===== config.mk =====
export PLATFORM = sky130hd
export DESIGN_NAME = pxadc_top
export DESIGN_NICKNAME = d
export VERILOG_FILES = /design/src/pxadc_pkg.sv /design/src/pxadc_clkdiv.sv /design/src/pxadc_top.sv
export SDC_FILE = /design/constraint.sdc
export NUM_CORES = 1
export LEC_CHECK = 0
export ABC_AREA = 1
export BUFFER_PORTS_ARGS = -buffer_cell sky130_fd_sc_hd__buf_2
export CORE_UTILIZATION = 53
export DETAILED_ROUTE_END_ITERATION = 16
export PLACE_DENSITY = 0.79
export SLEW_MARGIN = 20
export SYNTH_ARGS = -nofsm -noshare
export SYNTH_HDL_FRONTEND = slang
export SYNTH_SLANG_ARGS = --single-unit

===== constraint.sdc =====
create_clock -name clk_i -period 2.2 [get_ports clk_i]
set_input_delay 0.22 -clock clk_i [delete_from_list [all_inputs] [get_ports clk_i]]
set_output_delay 0.22 -clock clk_i [all_outputs]
set_load 0.005 [all_outputs]

===== src/pxadc_pkg.sv =====
// constants and helpers shared by the proximity conversion timing block
package pxadc_pkg;

   // register offsets on the byte-wide register port
   localparam logic [7:0] PXADC_RECOVERY_OFFS = 8'h0a;
   localparam logic [7:0] PXADC_SCALE_OFFS    = 8'h0b;
   localparam logic [7:0] PXADC_RANGE_OFFS    = 8'h0c;

   // values after reset
   localparam logic [7:0] PXADC_RECOVERY_RST  = 8'h70;
   localparam logic [7:0] PXADC_SCALE_RST     = 8'h00;
   localparam logic [7:0] PXADC_RANGE_RST     = 8'h04;

   // writable bits; all other bits are reserved and read zero
   localparam logic [7:0] PXADC_RECOVERY_MASK = 8'h70;
   localparam logic [7:0] PXADC_SCALE_MASK    = 8'h07;
   localparam logic [7:0] PXADC_RANGE_MASK    = 8'h24;

   // field positions
   localparam int PXADC_RECOVERY_LSB = 4;
   localparam int PXADC_SCALE_LSB    = 0;
   localparam int PXADC_SPAN_BIT     = 5;
   localparam int PXADC_RAWSEL_BIT   = 2;

   // timing: one unscaled adc clock is 50 ns, system clock period 25 ns
   localparam int PXADC_CLK_PERIOD_PS = 25000;
   localparam int PXADC_ADC_CLK_NS    = 50;
   localparam int PXADC_ADC_BASE_CYC_RAW = (PXADC_ADC_CLK_NS * 1000) / PXADC_CLK_PERIOD_PS;
   localparam int PXADC_ADC_BASE_CYC  = (PXADC_ADC_BASE_CYC_RAW < 1) ? 1 : PXADC_ADC_BASE_CYC_RAW;

   // adc clocks of integration at scale zero
   localparam int PXADC_INTEG_ADC_CLOCKS = 512;

   // width of the adc clock counters
   localparam int PXADC_CNT_W = 10;

   // recovery code to adc clock count: 1, 7, 15, 31, 63, 127, 255, 511
   function automatic logic [PXADC_CNT_W-1:0] pxadc_rec_clocks(input logic [2:0] code);
      logic [PXADC_CNT_W-1:0] n;
      n = '0;
      if (code == 3'h0) begin
         n = 10'h001;
      end else begin
         n = 10'((11'h004 << code) - 11'h001);
      end
      return n;
   endfunction : pxadc_rec_clocks

endpackage : pxadc_pkg


===== src/pxadc_clkdiv.sv =====
// adc clock enable generator, period stretched by a power of two
`timescale 1ns/1ps
module pxadc_clkdiv #(
   parameter int BASE_CYC = pxadc_pkg::PXADC_ADC_BASE_CYC
) (
   input  wire logic       clk_i,
   input  wire logic       resetn_i,
   input  wire logic       run_i,
   input  wire logic [2:0] scale_i,
   output logic            tick_o
);
   import pxadc_pkg::*;

   localparam int DIV_W = $clog2(BASE_CYC * 128) + 1;

   typedef struct packed {
      logic [DIV_W-1:0] cnt;
      logic             tick;
   } pxadc_div_t;

   pxadc_div_t s_q;
   pxadc_div_t s_d;
   logic [DIV_W-1:0] last;

   // period is base cycles times 2^scale, no clamp on scale
   assign last = DIV_W'((BASE_CYC << scale_i) - 1);

   always_comb begin
      s_d      = s_q;
      s_d.tick = 1'b0;
      if (!run_i) begin
         s_d.cnt = '0;
      end else if (s_q.cnt >= last) begin
         s_d.cnt  = '0;
         s_d.tick = 1'b1;
      end else begin
         s_d.cnt = s_q.cnt + 1'b1;
      end
   end

   always_ff @(posedge clk_i or negedge resetn_i) begin
      if (!resetn_i) begin
         s_q <= '0;
      end else begin
         s_q <= s_d;
      end
   end

   assign tick_o = s_q.tick;

endmodule : pxadc_clkdiv


===== src/pxadc_top.sv =====
// proximity conversion timing configuration and measurement sequencer
//
// The address-and-strobe port was left to the implementer.
`timescale 1ns/1ps
// Notes on behaviour
// - each conversion is preceded by a recovery of 1, 7, 15, 31, 63, 127, 255 or 511 adc clocks per code 000..111.
// - each recovery adc clock lasts 50 ns times two to the power of the integration scale.
// - led pulse and integration time are stretched by two to the power of the scale field.
// - the scale divides the adc clock by 1, 2, 4 ... so 4 gives 16 and 5 gives 32.
// - the sequencer takes every scale value as written, without clamping or refusal.
// - the span bit at position 5 selects normal range at 0 and high range, gain over 14.5, at 1.
// - the select bit at position 2 gives raw adc measurement at 0 and normal proximity at 1.
// - after reset the recovery byte reads 0111 0000.
// - after reset the range and select byte reads 0000 0100.
// - in raw adc measurement the led drivers stay off and results carry no reference.
module pxadc_top #(
   parameter int INTEG_ADC_CLOCKS = pxadc_pkg::PXADC_INTEG_ADC_CLOCKS
) (
   input  wire logic       clk_i,
   input  wire logic       resetn_i,
   input  wire logic [7:0] addr_i,
   input  wire logic [7:0] wdata_i,
   input  wire logic       wr_i,
   input  wire logic       rd_i,
   output logic [7:0]      rdata_o,
   input  wire logic       conv_start_i,
   output logic            busy_o,
   output logic            recovering_o,
   output logic            integrating_o,
   output logic            led_drive_o,
   output logic            high_span_o,
   output logic            raw_mode_o,
   output logic [2:0]      scale_o,
   output logic            conv_done_o
);
   import pxadc_pkg::*;

   typedef enum logic [1:0] {
      PXADC_IDLE,
      PXADC_RECOVER,
      PXADC_INTEGRATE
   } pxadc_state_t;

   typedef struct packed {
      pxadc_state_t           state;
      logic [PXADC_CNT_W-1:0] cnt;
      logic [PXADC_CNT_W-1:0] rec_len;
      logic [2:0]             scale_lat;
      logic                   raw_lat;
      logic                   span_lat;
      logic [7:0]             recovery_reg;
      logic [7:0]             scale_reg;
      logic [7:0]             range_reg;
      logic [7:0]             rdata;
      logic                   busy;
      logic                   recovering;
      logic                   integrating;
      logic                   led_drive;
      logic                   done;
   } pxadc_top_t;

   localparam logic [PXADC_CNT_W-1:0] INTEG_LAST = PXADC_CNT_W'(INTEG_ADC_CLOCKS - 1);

   pxadc_top_t s_q;
   pxadc_top_t s_d;
   logic       adc_tick;
   logic       div_run;

   // adc clock runs only while a conversion is under way
   assign div_run = (s_q.state != PXADC_IDLE);

   pxadc_clkdiv #(
      .BASE_CYC (PXADC_ADC_BASE_CYC)
   ) u_clkdiv (
      .clk_i    (clk_i),
      .resetn_i (resetn_i),
      .run_i    (div_run),
      .scale_i  (s_q.scale_lat),
      .tick_o   (adc_tick)
   );

   always_comb begin
      s_d       = s_q;
      s_d.rdata = 8'h00;
      s_d.done  = 1'b0;

      // register writes, reserved bits forced to zero
      if (wr_i) begin
         unique case (addr_i)
            PXADC_RECOVERY_OFFS: begin
               s_d.recovery_reg = wdata_i & PXADC_RECOVERY_MASK;
            end
            PXADC_SCALE_OFFS: begin
               s_d.scale_reg = wdata_i & PXADC_SCALE_MASK;
            end
            PXADC_RANGE_OFFS: begin
               s_d.range_reg = wdata_i & PXADC_RANGE_MASK;
            end
            default: begin
            end
         endcase
      end

      // register reads, data in the following cycle only
      if (rd_i) begin
         unique case (addr_i)
            PXADC_RECOVERY_OFFS: begin
               s_d.rdata = s_q.recovery_reg;
            end
            PXADC_SCALE_OFFS: begin
               s_d.rdata = s_q.scale_reg;
            end
            PXADC_RANGE_OFFS: begin
               s_d.rdata = s_q.range_reg;
            end
            default: begin
               s_d.rdata = 8'h00;
            end
         endcase
      end

      // measurement sequencer
      unique case (s_q.state)
         PXADC_IDLE: begin
            if (conv_start_i) begin
               s_d.state      = PXADC_RECOVER;
               s_d.cnt        = '0;
               s_d.rec_len    = pxadc_rec_clocks(s_q.recovery_reg[PXADC_RECOVERY_LSB +: 3]);
               s_d.scale_lat  = s_q.scale_reg[PXADC_SCALE_LSB +: 3];
               s_d.raw_lat    = ~s_q.range_reg[PXADC_RAWSEL_BIT];
               s_d.span_lat   = s_q.range_reg[PXADC_SPAN_BIT];
               s_d.busy       = 1'b1;
               s_d.recovering = 1'b1;
            end
         end
         PXADC_RECOVER: begin
            if (adc_tick) begin
               if (s_q.cnt == s_q.rec_len - 1'b1) begin
                  // recovery over, start the stretched integration window
                  s_d.state       = PXADC_INTEGRATE;
                  s_d.cnt         = '0;
                  s_d.recovering  = 1'b0;
                  s_d.integrating = 1'b1;
                  s_d.led_drive   = ~s_q.raw_lat;
               end else begin
                  s_d.cnt = s_q.cnt + 1'b1;
               end
            end
         end
         PXADC_INTEGRATE: begin
            if (adc_tick) begin
               if (s_q.cnt == INTEG_LAST) begin
                  s_d.state       = PXADC_IDLE;
                  s_d.cnt         = '0;
                  s_d.integrating = 1'b0;
                  s_d.led_drive   = 1'b0;
                  s_d.busy        = 1'b0;
                  s_d.done        = 1'b1;
               end else begin
                  s_d.cnt = s_q.cnt + 1'b1;
               end
            end
         end
      endcase
   end

   always_ff @(posedge clk_i or negedge resetn_i) begin
      if (!resetn_i) begin
         s_q              <= '0;
         s_q.state        <= PXADC_IDLE;
         s_q.recovery_reg <= PXADC_RECOVERY_RST;
         s_q.scale_reg    <= PXADC_SCALE_RST;
         s_q.range_reg    <= PXADC_RANGE_RST;
      end else begin
         s_q <= s_d;
      end
   end

   assign rdata_o       = s_q.rdata;
   assign busy_o        = s_q.busy;
   assign recovering_o  = s_q.recovering;
   assign integrating_o = s_q.integrating;
   assign led_drive_o   = s_q.led_drive;
   assign high_span_o   = s_q.span_lat;
   assign raw_mode_o    = s_q.raw_lat;
   assign scale_o       = s_q.scale_lat;
   assign conv_done_o   = s_q.done;

endmodule : pxadc_top

==> flow_summary.toml <==
[run_status]
status = "complete, but fails checks"
violations = "negative setup slack"

[drt]
dr.pass1.iters = 4
num_vias = 2626
drtIter0Drc = 83
route.detailed.drc = 0
antenna_left = 0
wl_per_cell_um = 12.0
viasPerCell = 4.97
postRouteWirelength_um = 6360

[cts]
htreeDepth = 2
cts-root-buf = "clkbuf_8"
cts_sinks = 55
cts_tree = "yes"
clk_latency_ps = 330
clkTransAtPathRegs_ps = 120
cts_made_buffers = 5
cts.path.max_buffers = 2

[power_and_ir_drop]
p_leak_nw = 1.98
ir_worst_vdd_mv = 0.544
power_density_nw_per_um2 = 963
finalPower_mw = 3.56

[die]
boundaryPins = 39
die_area_um2 = 6410
rows = 28
die_x_um = 80.1
dieHeight_um = 80.1
start_util_pct = 54.9
coreArea_um2 = 5890

[timing]
post-route-min-period_ps = 2330
drv_slew = 0
tightest_slew_ps = 690
setup_ws_ps = -133
finalCritPeriodShare_pct = 106
max-slew-margin-rel_pct = 54.0
skew_ps = 13.1
setup_viol = 9
fmax_mhz = 429
hold_viol_final = 0
rsz0062_at_grt = "true"

[critical_path]
critPathMaxFanout = 6
path_cells = "nor2_1 > inv_1 > nor2_2 > inv_2 > ha_4 > inv_4 > xor2_2 > nand3_2 > ha_4 > nand2_4 > nor2_4 > nand3_2 > nand4_1 > buf_6 > nor2_1"
max_stage_delay_ps = 410
crit_path_start_kind = "flip-flop"
rr_startpoint = "scale_o[1]"
r2r_cells = 15
worstSetupPathType = "reg2reg"
end_kind = "flip-flop"
cp_num_buf_inv = 4
startpoint = "scale_o[1]"
ff2ff_setup_slack_ps = -130
critPathTopFamily = "simple AND/OR/NAND/NOR gates"
worst-path-stages = 15
arrival_ps = 2550
crit_required_ps = 2420
critical_path.slowest_cell = "dfrtp_1"

[global_routing]
grt_usage_pct = 21.2
grt-ovfl-total = 0
antenna_found_initial = 0
grt_max_degree = 56
grt_pass1_wl_um = 10600
grt_pass1_vias = 2499

[placement]
gp_congestion = 0.857
portBuffers = 34
place_area_um2 = 3480
hpwl_um = 4550

[synth]
ys_seq_area_share_pct = 42.8
yosysUniqueCellTypes = 38
yosysWarnings = 0
syn_inst = 409
postSynthAreaPerCell_um2 = 7.90
netlist_area_um2 = 3230
ys_ff_latch = 55

[hold_path]
hp-class = "in2async"

[finish]
fin_nets = 489
stdcell_area_um2 = 3690
antenna_cells = 0
area_delta_synth_final_pct = 14.4
drive_gt1_share_pct = 19.9
fill_cells = 491

[flow_run]
maxCapViolCount = 0
-- report_power, final --
part	switching (mW)	leakage [nW]	internal [mW]
sequential	0.131	0.699	1.17
clock	0.388	0.0519	0.243
combinational	0.970	1.22	0.658
total	1.49	1.98	2.07
-- synthesized netlist by cell type, drive strengths merged --
cell type | instances | area [um^2]
buf | 12 | 87.6
nand3b | 2 | 15.0
o21a | 1 | 7.51
or2 | 1 | 6.26
dfrtp | 51 | 1280
a31oi | 1 | 6.26
nor3b | 2 | 15.0
o32ai | 1 | 8.76
nand3 | 28 | 150
xor2 | 17 | 149
o21bai | 1 | 7.51
conb | 2 | 7.51
dfstp | 4 | 105
o21ai | 16 | 80.1
nor4 | 2 | 18.8
inv | 54 | 203
xnor2 | 4 | 35.0
nor2 | 57 | 231
a21oi | 13 | 65.1
nand2 | 107 | 435
o31ai | 1 | 21.3
o211ai | 1 | 7.51
clkbuf | 2 | 7.51
ha | 16 | 200
o22ai | 3 | 18.8
nand4 | 8 | 50.1
nor3 | 2 | 15.0
-- what timing repair did --
action	in CTS	in global routing
pin swaps	4	9
endpoints found under the setup margin	9	10
hold buffers	0	0
setup buffers	4	1
gates resized for setup	4	13
endpoints found under the hold margin	0	0
-- state kept, by name (all words and copies together) (netlist names) --
name and flops:
raw_mode_o 1, u_clkdiv.s_q 9, recovering_o 1, s_q 29, busy_o 1, integrating_o 1
u_clkdiv.tick_o 1, rdata_o 6, led_drive_o 1, conv_done_o 1, high_span_o 1, scale_o 3
-- per-stage QoR --
stage | setup TNS [ps] | hold WS (ps) | instances | setup slack (ps) | util [%]
final | -1040 | 7.02 | 528 | -133 | 62.8
after CTS | -775 | 40.1 | 527 | -106 | 61.5
after detailed placement | -1060 | 396 | 515 | -151 | 59.1
after floorplan | 0 | -75.6 | 410 | 4.18 | -
after global routing | -2080 | 89.9 | 528 | -248 | 62.8
after global placement | -52.0 | 391 | 515 | -12.6 | 59.1
-- final timing paths --
kind	endpoint
max	u_clkdiv.s_q[1]
min	s_q[59]
max reg2reg	u_clkdiv.s_q[1]
min reg2reg	recovering_o
max in group asynchronous	s_q[45]
min in group clk_i	s_q[35]
-- kinds of logic (layout without fill, tap and decap cells) --
logic type                 after synthesis  count (layout)  synth area share, %
adders and majority gates               16              16                 6.20
DFF                                     55              55                 42.8
other                                    2               3                0.232
AOI/OAI and AO/OA                       38              38                 6.89
xor gates and xnor gates                21              21                 5.69
buffers and inverters                   68             111                 9.22
and+or+nand+nor                        209             209                 29.0
-- layer usage --
layer  vias to the layer above  routed length, um  track usage, %
li1                       1364                  -               -
met1                      1217               2950            25.4
met2                        35               3130            38.5
met3                        10                164            2.84
met4                         0                106            7.68
met5                         -                  0               0
-- layout make-up --
| class | count | area [um^2] | area share [%] |
|---|---|---|---|
| clock inverter | 3 | 33.8 | 0.914 |
| inverter | 54 | 205 | 5.55 |
| multi-input combinational | 287 | 1630 | 44.0 |
| timing repair buffer | 49 | 287 | 7.75 |
| clock buffer | 5 | 68.8 | 1.86 |
| tap | 75 | 93.8 | 2.54 |
| sequential | 55 | 1380 | 37.4 |
-- cells in the final DEF, fill, tap and decap left out, types with 8 or more instances in the layout --
| cell | count |
|---|---|
| a21oi_1 | 13 |
| buf_2 | 34 |
| buf_4 | 14 |
| dfrtp_1 | 51 |
| ha_1 | 14 |
| inv_1 | 49 |
| nand2_1 | 102 |
| nand3_1 | 23 |
| nand4_1 | 8 |
| nor2_1 | 50 |
| o21ai_0 | 13 |
| xor2_1 | 16 |
Power figures use the tool's default switching activity.
